==> src/disr_pkg.sv <==
// Notes on behaviour
// - There are two request outputs, each with its own 32-bit enable register and 32-bit flag register, where an enable of one lets the source through and zero blocks it.
// - An event sets its flag to one whatever its enable bit holds.
// - A request output goes low while any of its flags is one and the matching enable bit is also one.
// - Writing a one to a flag bit clears it unless its event lands in that cycle, so writing back the value read clears every flag seen set with no new event.
// - A request output that is low stays low until every set flag that is enabled has been cleared by a write or had its enable bit written to zero.
// - After reset every enable bit is zero, so all maskable sources are off.
// - The reset-complete source cannot be masked, and bit 15 of the second enable register has no effect on it.
// - When any reset completes, bit 15 of the second flag register is set and the second request output goes low, until a one is written to that bit.
// - Bits 0 to 2 of the second set are the total, fundamental and apparent no-load events, whose phases are given in a separate no-load detail register.
// - Bits 16 to 18 of the second set pair with a phase event detail register, and bits 23 and 24 pair with the current and voltage peak detail registers.
// - In the first set, bits 6 to 8, 10 to 12 and 9, 13 and 18 are sign reversal events that pair with a phase sign detail register.
package disr_pkg;
   // =========================================================
   // register map
   localparam logic [1:0] DISR_ADDR_ENABLE_A = 2'h0;
   localparam logic [1:0] DISR_ADDR_ENABLE_B = 2'h1;
   localparam logic [1:0] DISR_ADDR_FLAG_A = 2'h2;
   localparam logic [1:0] DISR_ADDR_FLAG_B = 2'h3;
   localparam logic [31:0] DISR_ENABLE_RST = 32'h0000_0000;
   localparam logic [31:0] DISR_FLAG_RST = 32'h0000_0000;
   // =========================================================
   // field positions
   localparam int DISR_RESET_COMPLETE_BIT = 15;
   localparam int DISR_TOTAL_NOLOAD_BIT = 0;
   localparam int DISR_FUND_NOLOAD_BIT = 1;
   localparam int DISR_APPARENT_NOLOAD_BIT = 2;
   localparam int DISR_VOLTAGE_DIP_BIT = 16;
   localparam int DISR_OVERCURRENT_BIT = 17;
   localparam int DISR_OVERVOLTAGE_BIT = 18;
   localparam int DISR_CURRENT_PEAK_BIT = 23;
   localparam int DISR_VOLTAGE_PEAK_BIT = 24;
   // bits whose cause is held in a detail register
   localparam logic [31:0] DISR_DETAIL_MASK_A = 32'h0004_3FC0;
   localparam logic [31:0] DISR_DETAIL_MASK_B = 32'h0187_0007;
   localparam logic [31:0] DISR_UNMASKABLE_B = 32'h0000_8000;
   // =========================================================
   // register access carrier
   typedef struct packed {
      logic wr;
      logic rd;
      logic [1:0] addr;
      logic [31:0] wdata;
   } disr_req_t;
endpackage

==> src/disr_top.sv <==
module disr_top
   import disr_pkg::*;
(
   input wire logic i_core_clk,
   input wire logic i_reset_n,
   input wire disr_req_t i_req,
   input wire logic [31:0] i_event_a,
   input wire logic [31:0] i_event_b,
   output logic [31:0] o_rdata,
   output logic o_request_out_a_n,
   output logic o_request_out_b_n
);
   // =========================================================
   // reset release
   logic rst_meta_q;
   logic rst_sync_q;
   // async assert, two-flop release so all state leaves reset together
   always_ff @(posedge i_core_clk or negedge i_reset_n) begin
      if (!i_reset_n) begin
         rst_meta_q <= 1'b0;
         rst_sync_q <= 1'b0;
      end else begin
         rst_meta_q <= 1'b1;
         rst_sync_q <= rst_meta_q;
      end
   end

   // =========================================================
   // registers
   logic [31:0] enable_a_q, enable_a_d;
   logic [31:0] enable_b_q, enable_b_d;
   logic [31:0] flag_a_q, flag_a_d;
   logic [31:0] flag_b_q, flag_b_d;
   logic [31:0] rdata_q, rdata_d;
   logic req_a_n_q, req_a_n_d;
   logic req_b_n_q, req_b_n_d;
   logic done_q, done_d;
   logic [31:0] reset_event_b;

   // flag update: set wins over clear, zeros in a write keep the flag
   function automatic logic [31:0] flag_next(input logic [31:0] cur,
                                             input logic [31:0] ev,
                                             input logic clr,
                                             input logic [31:0] wd);
      logic [31:0] kept;
      kept = clr ? (cur & ~wd) : cur;
      return kept | ev;
   endfunction

   // write decode shared by every register group
   function automatic logic is_write(input disr_req_t r,
                                     input logic [1:0] a);
      return r.wr && (r.addr == a);
   endfunction

   // =========================================================
   // reset-complete event
   // one pulse on the first cycle after release; the internal reset
   // covers power-up and pin resets alike, so every reset ends with it
   always_comb begin
      reset_event_b = '0;
      reset_event_b[DISR_RESET_COMPLETE_BIT] = ~done_q;
      done_d = 1'b1;
   end

   // done stays high until the next reset re-arms the pulse
   always_ff @(posedge i_core_clk or negedge rst_sync_q) begin
      if (!rst_sync_q) begin
         done_q <= 1'b0;
      end else begin
         done_q <= done_d;
      end
   end

   // =========================================================
   // enable registers
   // plain storage; bit 15 of set b is kept so software reads back
   // what it wrote, even though the request logic ignores it
   always_comb begin
      enable_a_d = enable_a_q;
      enable_b_d = enable_b_q;
      if (is_write(i_req, DISR_ADDR_ENABLE_A)) begin
         enable_a_d = i_req.wdata;
      end
      if (is_write(i_req, DISR_ADDR_ENABLE_B)) begin
         enable_b_d = i_req.wdata;
      end
   end

   // enables come up cleared so no maskable source fires early
   always_ff @(posedge i_core_clk or negedge rst_sync_q) begin
      if (!rst_sync_q) begin
         enable_a_q <= DISR_ENABLE_RST;
         enable_b_q <= DISR_ENABLE_RST;
      end else begin
         enable_a_q <= enable_a_d;
         enable_b_q <= enable_b_d;
      end
   end

   // =========================================================
   // flag registers
   // events land regardless of enables
   // detail registers live outside; only the flag bits are kept here
   always_comb begin
      flag_a_d = flag_next(flag_a_q, i_event_a,
                           is_write(i_req, DISR_ADDR_FLAG_A),
                           i_req.wdata);
      flag_b_d = flag_next(flag_b_q, i_event_b | reset_event_b,
                           is_write(i_req, DISR_ADDR_FLAG_B),
                           i_req.wdata);
   end

   // flags start clear; the reset-complete pulse sets bit 15 next
   always_ff @(posedge i_core_clk or negedge rst_sync_q) begin
      if (!rst_sync_q) begin
         flag_a_q <= DISR_FLAG_RST;
         flag_b_q <= DISR_FLAG_RST;
      end else begin
         flag_a_q <= flag_a_d;
         flag_b_q <= flag_b_d;
      end
   end

   // =========================================================
   // request outputs
   // built from next values so the pin moves on the same edge as the
   // flag; registering it keeps the pin free of glitches while several
   // flags and enables change together
   always_comb begin
      req_a_n_d = ~|(flag_a_d & enable_a_d);
      req_b_n_d = ~|(flag_b_d & (enable_b_d | DISR_UNMASKABLE_B));
   end

   // requests idle high (released) while in reset
   always_ff @(posedge i_core_clk or negedge rst_sync_q) begin
      if (!rst_sync_q) begin
         req_a_n_q <= 1'b1;
         req_b_n_q <= 1'b1;
      end else begin
         req_a_n_q <= req_a_n_d;
         req_b_n_q <= req_b_n_d;
      end
   end

   // =========================================================
   // read data
   // holds the last value read; a read and a write in one cycle return
   // the value before the write
   always_comb begin
      rdata_d = rdata_q;
      if (i_req.rd) begin
         case (i_req.addr)
            DISR_ADDR_ENABLE_A: rdata_d = enable_a_q;
            DISR_ADDR_ENABLE_B: rdata_d = enable_b_q;
            DISR_ADDR_FLAG_A: rdata_d = flag_a_q;
            DISR_ADDR_FLAG_B: rdata_d = flag_b_q;
            default: rdata_d = '0;
         endcase
      end
   end

   // read data clears in reset
   always_ff @(posedge i_core_clk or negedge rst_sync_q) begin
      if (!rst_sync_q) begin
         rdata_q <= '0;
      end else begin
         rdata_q <= rdata_d;
      end
   end

   // outputs straight from the flops
   assign o_rdata = rdata_q;
   assign o_request_out_a_n = req_a_n_q;
   assign o_request_out_b_n = req_b_n_q;
endmodule

==> config.mk <==
export PLATFORM = sky130hd
export DESIGN_NAME = disr_top
export DESIGN_NICKNAME = d
export VERILOG_FILES = /design/src/disr_pkg.sv /design/src/disr_top.sv
export SDC_FILE = /design/constraint.sdc
export NUM_CORES = 1
export LEC_CHECK = 0
export BUFFER_PORTS_ARGS = -buffer_cell sky130_fd_sc_hd__buf_2
export CAP_MARGIN = 10
export CORE_MARGIN = 2
export CORE_UTILIZATION = 50
export CTS_BUF_LIST = sky130_fd_sc_hd__clkbuf_16
export DETAILED_ROUTE_END_ITERATION = 10
export PLACE_DENSITY_LB_ADDON = 0.3
export SLEW_MARGIN = 10
export SYNTH_ARGS = -nofsm -noshare
export SYNTH_HDL_FRONTEND = slang
export SYNTH_SLANG_ARGS = --single-unit
export TNS_END_PERCENT = 30
==> constraint.sdc <==
create_clock -name i_core_clk -period 5.2 [get_ports i_core_clk]
set_clock_uncertainty 0.1 [all_clocks]
set_input_delay 0.78 -clock i_core_clk [delete_from_list [all_inputs] [get_ports i_core_clk]]
set_output_delay 0.78 -clock i_core_clk [all_outputs]
set_load 0.01 [all_outputs]
After elaboration in Yosys (flattened, before gate mapping)

Cells that the tools add are included.

Equal/unequal tests: 3
Multiplexer cells: 5
Bitwise logic cells: 9
Reduce and logical (&&, ||, !) cells: 9

Operators by type and width:

| kind                                           | number |
|---|---|
| bitwise AND 32 bit                             | 4 |
| 2-to-1 mux 32 bit                              | 4 |
| one-hot mux 32 bit (4 select lines)            | 1 |
| bitwise OR 32 bit                              | 2 |
| OR reduction 32 bit                            | 2 |
| NOT 32 bit                                     | 1 |
| bitwise OR 32 x 16 -> 32 bit                   | 1 |
| == test 2 bit (second input constant)          | 2 |
| logical AND 1 bit                              | 4 |
| == test 2 x 1 -> 1 bit (second input constant) | 1 |
| zero test 1 bit                                | 2 |
| zero test 2 bit                                | 1 |
| NOT 1 bit                                      | 1 |

Bits in registers: 165
Bits of input ports: 102
Word-level logic and storage cells: 37

Longest topological paths before layout

Gate-level depths: netlist of the first run.

Word-level depth: 7
Gate-level depth with buffers: 9
Mapped depth without buffers: 6

Worst setup path after synthesis of the first run

Ideal clock, no wire load.

Path kind: input -> register
From: input i_req[35] (netlist bit)
To: register req_a_n_q (netlist: o_request_out_a_n)
Library setup time: 90 ps
Arrival time: 2322 ps
Data required time: 5010 ps
Path slack: 2688 ps
Cell stages on the path: 7
Buffers on the path: 2
Cells stage by stage: buf_6 > nor3b_2 > buf_2 > mux2_2 > a22oi_1 > nand4_1 > nor4_2

Elaborated cells between the ends (all ways): 8
Those cells by class: mux (2); bitwise (2); reduce/logical (4)

RTL lines:

| what                 | line            | RTL |
|---|---|---|
| from (decl)          | disr_top.sv:6   | `input wire disr_req_t i_req,` |
| logical AND 1 bit    | disr_top.sv:53  | `return r.wr && (r.addr == a);` |
| 2-to-1 mux 32 bit    | disr_top.sv:82  | `if (is_write(i_req, DISR_ADDR_ENABLE_A)) begin` |
| via enable_a_d[3]    | disr_top.sv:30  | `logic [31:0] enable_a_q, enable_a_d;` |
| bitwise AND 32 bit   | disr_top.sv:131 | `req_a_n_d = ~\|(flag_a_d & enable_a_d);` |
| OR reduction 32 bit  | disr_top.sv:131 |  |
| zero test 1 bit      | disr_top.sv:131 |  |
| via req_a_n_d        | disr_top.sv:35  | `logic req_a_n_q, req_a_n_d;` |
| to (signal assigned) | disr_top.sv:141 | `req_a_n_q <= req_a_n_d;` |
| to (decl)            | disr_top.sv:35  |  |

The timed path passes the listed nets, and every way through them passes these cells.
A chain may end at the register's enable or synchronous reset.

Worst setup path in the final report of the first run

From: input i_req[32] (netlist bit)
To: register req_a_n_q (netlist: o_request_out_a_n)

Elaborated cells between the ends (all ways): 10
Those cells by class: eq/ne (1); mux (2); bitwise (2); reduce/logical (5)

RTL lines:

| what                | line |
|---|---|
| zero test 2 bit     | disr_top.sv:53 |
| logical AND 1 bit   | disr_top.sv:53 |
| 2-to-1 mux 32 bit   | disr_top.sv:82 |
| via enable_a_d[16]  | disr_top.sv:30 |
| bitwise AND 32 bit  | disr_top.sv:131 |
| OR reduction 32 bit | disr_top.sv:131 |
| zero test 1 bit     | disr_top.sv:131 |
| via req_a_n_d       | disr_top.sv:35 |

The timed path passes the listed nets, and every way through them passes these cells.

==> results.md, run 1 <==
- Highest clock rate: 0.301 GHz
- All-layer global routing usage: 24.1%
- Root Buffer Master: clkbuf_16
- Synth Cell Area: 7390 um2
- Port buffer count: 135
- Crit path launch type: input port
- Post-synth top flop: dfrtp_1
- Post-synthesis sequential area ratio: 55.9%
- Layout area overhead: 17.7%
- Sw frac: 25.3%
- First-pass DRT Iterations: 5
- Initial DRC count: 416
- First-pass GRT wire length: 29300 um
- Headroom to the max-slew limit: 33.2%
- Setup TNS Final: 0 ns
- Worst path depth: 7
- Seq pwr share: 47.7%
- CP Cell Sequence: buf_4 -> nor3b_4 -> buf_4 -> mux2_2 -> a22oi_1 -> nand4_1 -> nor4_2
- Number of global-route vias before repair: 5288
- Mapped Avg Cell Area: 14.2 um2
- Status: finished, final reports clean
- Mapped Cells: 521
- Tightest Hold Check Type: in -> async
- Routed vias: 5054
- Met2 usage: 38.3%
- Fin crit period: 3.33 ns
- Largest net degree at the start of global routing: 89
- Die X-Extent: 126 um
- Post-synth cell types: 33
- Crit Reg-Reg Startpoint: enable_b_q[19]
- CTS tree: yes
- Synth warnings: 0
- Comb pwr share: 16.5%
- Measured slew at the worst slew-check pin: 1.00 ns
- Busiest layer in global routing: met2
- Met1 Use GR: 33.3%
- Total Nets Final: 751
- Setup repair bufs after CTS: 0
- Clock power share: 35.8%
- Antenna-violating nets left: 0
- Detailed placement HPWL: 12700 um
- Clock Sinks: 165
- Core ar.: 14500 um2
- Share of layout cells above drive strength 1: 44.9%
- Total global routing overflow: 0
- Final Max Tran Viols: 0
- CP top delay family: simple AND/OR/NAND/NOR gates
- R2R cell count: 5
- DIE AREA: 15800 um2
- GP Congestion: 0.818
- Die Y: 126 um
- Post_cts resized: 0
- FP Rows: 44
- Psw: 0.819 mW
- Critical-path maximum fanout: 67
- Finish-stage setup viols: 0
- N_diodes: 0
- CP Capture Type: flop
- Crit share post-route: 64.0%
- CP arrival: 3.56 ns
- RSZ-0062 raised after global routing: false
- Yosys reg bits: 165
- H-tree Lvls: 4
- Grt met3 use: 5.69%
- Routed wire length: 18100 um
- Post-synth EDFFs: 0
- Maximum vdd drop: 0.219 mV
- Critical Path Max Stage Delay: 0.70 ns
- Most used cell along the critical path: buf_4
- CP startpoint: i_req[32]
- Antenna violations before repair: 0
- Core Util, Final: 60.1%
- Asr flop ratio synth: 100%
- CP Class: in -> reg
- MaxCap Viol Count: 0
- Pleak: 3.55 nW
- DR vias/cell: 5.98
- CP endpoint: o_request_out_a_n
- Wirelength per Cell: 21.5 um
- RR Endpoint: o_request_out_b_n
- CTS hold repair buffers: 0
- WP buf/inv: 2
- Critical Path RT: 5.43 ns
- Reg2reg setup slack: 3.52 ns
- Worst-Skew Late Latency: 0.42 ns
- Initial Util: 51.0%
- Ports: 136
- CTS Buffer Depth: 2
- Power Density: 371 nW/um2
- CP max-delay cell: nor3b_4
- Final-report hold violation count: 0
- Clock Pin Slew Worst Setup and Hold Paths: 0.06 ns
- CTS buffer count: 17
- DRC errors left: 0
- Internal cell power: 2.41 mW
placed cells by master, fill, tap and decap left out, types with 12 or more instances in the layout:
cell type / netlist / routed
a22oi_1: 29 / 29
nor2_1: 13 / 13
a31oi_1: 12 / 12
inv_1: 12 / 18
mux4_2: 32 / 32
buf_2: 13 / 134
mux2_2: 92 / 92
clkbuf_16: 0 / 17
dfrtp_1: 163 / 162
nand4_1: 35 / 35
nand2_1: 25 / 25
a21o_1: 47 / 47
how the worst min path moves through the flow:
stage                            end  slack [ns]
final                     rst_sync_q        0.03
after global routing      rst_sync_q        0.02
after CTS                 rst_sync_q        0.01
after detailed placement  rst_sync_q        0.24
after global placement    rst_sync_q        0.24
after floorplan           rst_sync_q        0.23
per-stage QoR:
step           worst slack, ns  power, mW  hold slack [ns]  cell area [um2]  std cells
5_1_grt                   1.65       3.38           0.0194             8690        845
3_5_place_dp              1.39       2.10            0.238             8160        814
2_1_floorplan            0.166       1.89            0.231             7390        522
4_1_cts                   1.80       3.26           0.0146             8690        845
6_report                  1.87       3.23           0.0310             8690        845
3_3_place_gp              1.48       2.07            0.235             8160        814
cell type report:
cell class                      count  area, um2
Clock buffer                       17        425
Sequential cell                   165       4140
Tap cell                          184        230
Fill cell                        1174       5780
Clock inverter                     14        109
Timing Repair Buffer              140        728
Inverter                           12       45.0
Multi-Input combinational cell    313       3020
Yosys cell counts (4+ instances only):
cell type  instances  share of area, %
nor2_1            13              0.66
buf_2             13              0.88
mux4_2            32               9.8
nand3b_1           4              0.41
a21o_1            47               4.8
buf_4              5              0.51
clkbuf_1           6              0.30
inv_1             12              0.61
mux2_4             4              0.81
dfrtp_1          163                55
mux2_2            92                14
a31oi_1           12               1.0
buf_6              6              0.91
nand2_1           25               1.3
a22oi_1           29               2.9
nand4_1           35               3.0
logic make-up (layout without fill, tap and decap cells):
kind of cell | after synthesis | after routing | share of synthesized area, %
flops | 165 | 165 | 55.9
mux | 128 | 128 | 24.6
compound gates | 96 | 96 | 9.52
simple gates | 87 | 87 | 6.60
buf+inv | 44 | 183 | 3.32
other cells | 1 | 2 | 0.0508
power by group through the flow:
| stage | Sequential [mW] | Clock (mW) | Combinational (mW) |
|---|---|---|---|
| after floorplan | 1.56 | 0 | 0.325 |
| after global placement | 1.55 | 0 | 0.522 |
| after detailed placement | 1.56 | 0 | 0.535 |
| after CTS | 1.54 | 1.18 | 0.537 |
| after global routing | 1.56 | 1.24 | 0.577 |
| final | 1.54 | 1.16 | 0.533 |
routing by layer:
metal  up-vias  routed length [um]
li1       2237                   -
met1      2626                7850
met2       166                8930
met3        25                1070
met4         0                 279
met5         -                   0
registers in the layout (all words and copies together), names as in the netlist:
signal and cells:
enable_b_q 32, o_request_out_b_n 1, rst_sync_q 1, o_request_out_a_n 1, enable_a_q 32, o_rdata 32
flag_b_q 32, rst_meta_q 1, done_q 1, flag_a_q 32
No activity file was read; power rests on OpenSTA's default activity.
==> run 2, diff against run 1 <==
clock period = 3.49 ns   (was 5.2 ns; I/O delays follow)
==> run 2 against run 1 <==
Against the previous run:
- first-iteration DRC count up 4.8%
- sequential power up 48%
- setup slack worse by 0.95 ns
- cell area up 0.71%
- die area unchanged
- via count up 1.5%
- flip-flop and latch count unchanged
- global-route usage up 0.30 points
- combinational power up 54%
- sequential share of layout area down 0.33 points
- critical endpoint unchanged
- largest cell class unchanged
==> results.md, run 2 (same netlist as run 1, synthesis figures left out) <==
- Critical Path RT: 3.73 ns
- Fin crit period: 2.57 ns
- Critical-path maximum fanout: 16
- Antenna-violating nets left: 0
- H-tree Lvls: 4
- Crit path launch type: input port
- Reg2reg setup slack: 1.78 ns
- Routed wire length: 18300 um
- Initial Util: 51.0%
- DRC errors left: 0
- Total global routing overflow: 0
- R2R cell count: 4
- CP Capture Type: flop
- Core Util, Final: 60.5%
- Routed vias: 5129
- All-layer global routing usage: 24.4%
- FP Rows: 44
- Clock Sinks: 165
- Clock Pin Slew Worst Setup and Hold Paths: 0.06 ns
- N_diodes: 0
- Tightest Hold Check Type: in -> reg
- CP arrival: 2.80 ns
- CP max-delay cell: nor3b_4
- Maximum vdd drop: 0.327 mV
- Most common cell after layout, fill and taps aside: dfrtp_1
- Final-report hold violation count: 0
- Root Buffer Master: clkbuf_16
- Final Max Tran Viols: 0
- Headroom to the max-slew limit: 40.7%
- Post_cts resized: 0
- Finish-stage setup viols: 0
- Worst Hold Depth: 2
- Worst-Skew Late Latency: 0.42 ns
- Largest net degree at the start of global routing: 164
- First-pass DRT Iterations: 5
- Die X-Extent: 126 um
- GP Congestion: 0.813
- Worst Min Path Start: i_event_a[28]
- Total Nets Final: 757
- CP Cell Sequence: buf_2 -> nor3b_4 -> buf_4 -> mux2_2 -> a22oi_1 -> nand4_1 -> nor4_2
- RSZ-0062 raised after global routing: false
- Die Y: 126 um
- CP Class: in -> reg
- Crit Reg-Reg Startpoint: enable_a_q[16]
- RR Endpoint: o_request_out_a_n
- Initial DRC count: 436
- First-pass GRT wire length: 29500 um
- Port buffer count: 135
- Hold Path Sink: flag_a_q[28]
- Number of global-route vias before repair: 5369
- Highest clock rate: 0.390 GHz
- MaxCap Viol Count: 0
- Detailed placement HPWL: 12700 um
- Critical Path Max Stage Delay: 0.45 ns
- CTS Buffer Depth: 2
- Wirelength per Cell: 21.4 um
- DIE AREA: 15800 um2
- Layout area overhead: 18.5%
- CTS tree: yes
- DR vias/cell: 6.02
- Share of layout cells above drive strength 1: 45.8%
- Measured slew at the worst slew-check pin: 0.890 ns
- Antenna violations before repair: 0
- Status: finished, final reports clean
- Hold Worst Slack: 0.209 ns
- Ports: 136
- Pleak: 3.57 nW
- Setup TNS Final: 0 ns
- CP startpoint: i_req[35]
- Power Density: 554 nW/um2
- CTS buffer count: 17
- Core ar.: 14500 um2
- Commonest cells after routing, fill and taps aside: dfrtp_1, buf_2, mux2_2
- Crit share post-route: 73.5%
-- run 2: cell count changes in the layout (fill, tap and decap cells not counted), sizes merged --
cell,before,now
buf,140,145
inv,18,14
clkinv,6,9
clkinvlp,0,2
dlygate4sd3,0,1
-- run 2: metal layers --
metal / share of wire, % / vias up / wire length, um / track usage (%)
met5: 0 / - / 0 / 0
met4: 2.7 / 0 / 493 / 9.67
met3: 6.7 / 32 / 1220 / 6.12
met2: 48 / 195 / 8700 / 37.8
met1: 43 / 2650 / 7850 / 33.3
li1: - / 2252 / - / -
-- run 2: area by class of cell --
type	instances	area (um2)
fillers	1199	5720
flip-flops and latches	165	4140
multi-input cells	313	3020
repair buffers	146	776
clock buffers	17	425
well taps	184	230
clock inverters	15	123
inverters	12	45.0
-- run 2: critical path, delay by kind of cell --
family | cells | cell delay [ns]
buf+inv | 2 | 0.65
simple gates | 3 | 0.92
mux | 1 | 0.38
compound gates | 1 | 0.32
-- run 2: timing repair --
| item | CTS | global route |
|---|---|---|
| hold buffers | 1 | 0 |
| hold endpoints to repair | 2 | 0 |
| setup buffers | 0 | 0 |
-- run 2: worst max path at each step --
stage | endpoint
after CTS | o_request_out_a_n
after floorplan | done_q
after global placement | o_request_out_a_n
after detailed placement | o_request_out_a_n
after global routing | o_request_out_a_n
final | o_request_out_a_n
-- run 2: through the flow --
step	power (mW)	cells	cell area [um2]	setup WS [ns]
floorplan	2.81	522	7390	0.662
global placement	3.10	819	8200	0.511
detailed placement	3.13	819	8200	0.530
CTS	4.90	852	8760	0.962
global route	5.07	852	8760	0.845
finish	4.85	852	8760	0.924
-- run 2: report_power, final --
part | internal [mW] | switching (mW)
clock network | 1.03 | 0.726
registers | 2.15 | 0.123
logic | 0.424 | 0.395
==> run 3, diff against run 2 <==
clock period = 2.5 ns   (was 3.49 ns; I/O delays follow)
==> run 3 against run 2 <==
Against the previous run:
- register-to-register slack got worse by 1.1 ns
- routed wire length is 2.3% higher
- setup slack got worse by 0.55 ns
- global-route usage grew 0.055 points
- power increased by 45%
- hold slack worse by 0.15 ns
- sequential power increased by 40%
- combinational power grew 41%
- first-iteration DRC count rose by 16%
- via count decreased by 1.3%
- die area unchanged
- largest power group unchanged
==> results.md, run 3 (same netlist as run 1, synthesis figures left out) <==
- Highest clock rate: 0.471 GHz
- H-tree Lvls: 4
- Maximum vdd drop: 0.597 mV
- Commonest cells after routing, fill and taps aside: dfrtp_1, buf_2, mux2_2
- DR vias/cell: 5.89
- Worst-Skew Late Latency: 0.43 ns
- First-pass GRT wire length: 29400 um
- Antenna-violating nets left: 0
- Routed vias: 5064
- Final-report hold violation count: 0
- FP Rows: 44
- CP Cell Sequence: buf_2 -> nor3b_4 -> buf_4 -> mux2_2 -> a22oi_1 -> nand4_1 -> nor4_2
- First-pass DRT Iterations: 4
- RSZ-0062 raised after global routing: false
- Initial DRC count: 504
- Critical Path Max Stage Delay: 0.40 ns
- Core Util, Final: 61.8%
- Fin crit period: 2.12 ns
- Dpl ws: -0.0754 ns
- Die X-Extent: 126 um
- Largest net degree at the start of global routing: 69
- Number of global-route vias before repair: 5366
- Layout area overhead: 21.1%
- Most common cell after layout, fill and taps aside: dfrtp_1
- Antenna violations before repair: 0
- MaxCap Viol Count: 0
- Share of layout cells above drive strength 1: 47.2%
- CP Class: in -> reg
- Die Y: 126 um
- Crit share post-route: 84.9%
- Hold Worst Slack: 0.0590 ns
- DIE AREA: 15800 um2
- Detailed placement HPWL: 13200 um
- Pleak: 3.64 nW
- Power Density: 787 nW/um2
- Total global routing overflow: 0
- Routed wire length: 18700 um
- Core ar.: 14500 um2
- CP Capture Type: flop
- Setup ws final: 0.378 ns
- DRC errors left: 0
- Placed Cells: 827
- Non-filler cells, final: 860
- Final instance area: 8950 um2
- All-layer global routing usage: 24.4%
- Setup repair bufs after CTS: 0
- CP arrival: 2.35 ns
- Tightest Hold Check Type: in -> reg
- Finish-stage setup viols: 0
- Critical Path RT: 2.73 ns
- CTS Buffer Depth: 2
- Status: finished, final reports clean
- Critical-path maximum fanout: 6
- Root Buffer Master: clkbuf_16
- Port buffer count: 135
- Placed cell area: 8330 um2
- CP max-delay cell: a22oi_1
- Ports: 136
- Setup TNS Final: 0 ns
- Clock Pin Slew Worst Setup and Hold Paths: 0.06 ns
- Initial Util: 51.0%
- N_diodes: 0
- CTS buffer count: 17
- Crit path launch type: input port
- Final Max Tran Viols: 0
- CTS tree: yes
- Total Nets Final: 765
- Tot Pwr: 7.04 mW
- Wirelength per Cell: 21.7 um
- GP Congestion: 0.815
- Clock Sinks: 165
- # fillers: 1138
run 3: cell count changes in the layout (fill, tap and decap cells not counted):
cell	before	now
inv_1	14	12
inv_6	0	4
clkinvlp_4	2	6
clkinv_2	5	1
buf_4	10	12
buf_12	1	7
clkinv_1	4	1
bufinv_16	2	3
run 3: worst max-delay path: cells and delay by family:
family | cells | cell delay [ns]
compound gates | 1 | 0.40
buf+inv | 2 | 0.37
mux | 1 | 0.35
simple gates | 3 | 0.85
run 3: cell type report:
cell class	instances	area [um2]	area share, %
Inverter	12	45.0	0.503
Multi-Input combinational cell	313	3020	33.8
Tap cell	184	230	2.57
Clock inverter	15	179	2.00
Clock buffer	17	425	4.75
Timing Repair Buffer	154	911	10.2
Sequential cell	165	4140	46.2
run 3: metal layers:
layer	global-route usage [%]	vias to the layer above	share of wire, %
li1	-	2259	-
met1	33.9	2604	43
met2	38.5	178	49
met3	5.65	23	6.7
met4	8.10	0	1.8
met5	0	-	0
run 3: where the power goes:
part	switching [mW]	total (mW)	leakage, nW	internal (mW)
registers	0.186	3.19	1.74	3.00
clock network	1.11	2.69	0.276	1.58
logic	0.552	1.16	1.62	0.611
total	1.85	7.04	3.64	5.19
run 3: path summary, 6_finish.rpt:
check | to | slack, ns | start | cells after the start
setup / recovery | o_request_out_a_n | 0.38 | i_req[35] | 7
max in group asynchronous | o_request_out_b_n | 1.36 | rst_sync_q | 1
min in group asynchronous | rst_sync_q | 0.16 | i_reset_n | 2
hold reg to reg | o_rdata[9] | 0.19 | rst_sync_q | 0
hold / removal | flag_b_q[1] | 0.06 | i_event_b[1] | 2
setup reg to reg | o_request_out_a_n | 0.69 | enable_a_q[16] | 4
run 3: timing repair:
item | in CTS | in global routing
endpoints found under the hold margin | 2 | 0
hold buffers | 1 | 0
gates resized for setup | 0 | 0
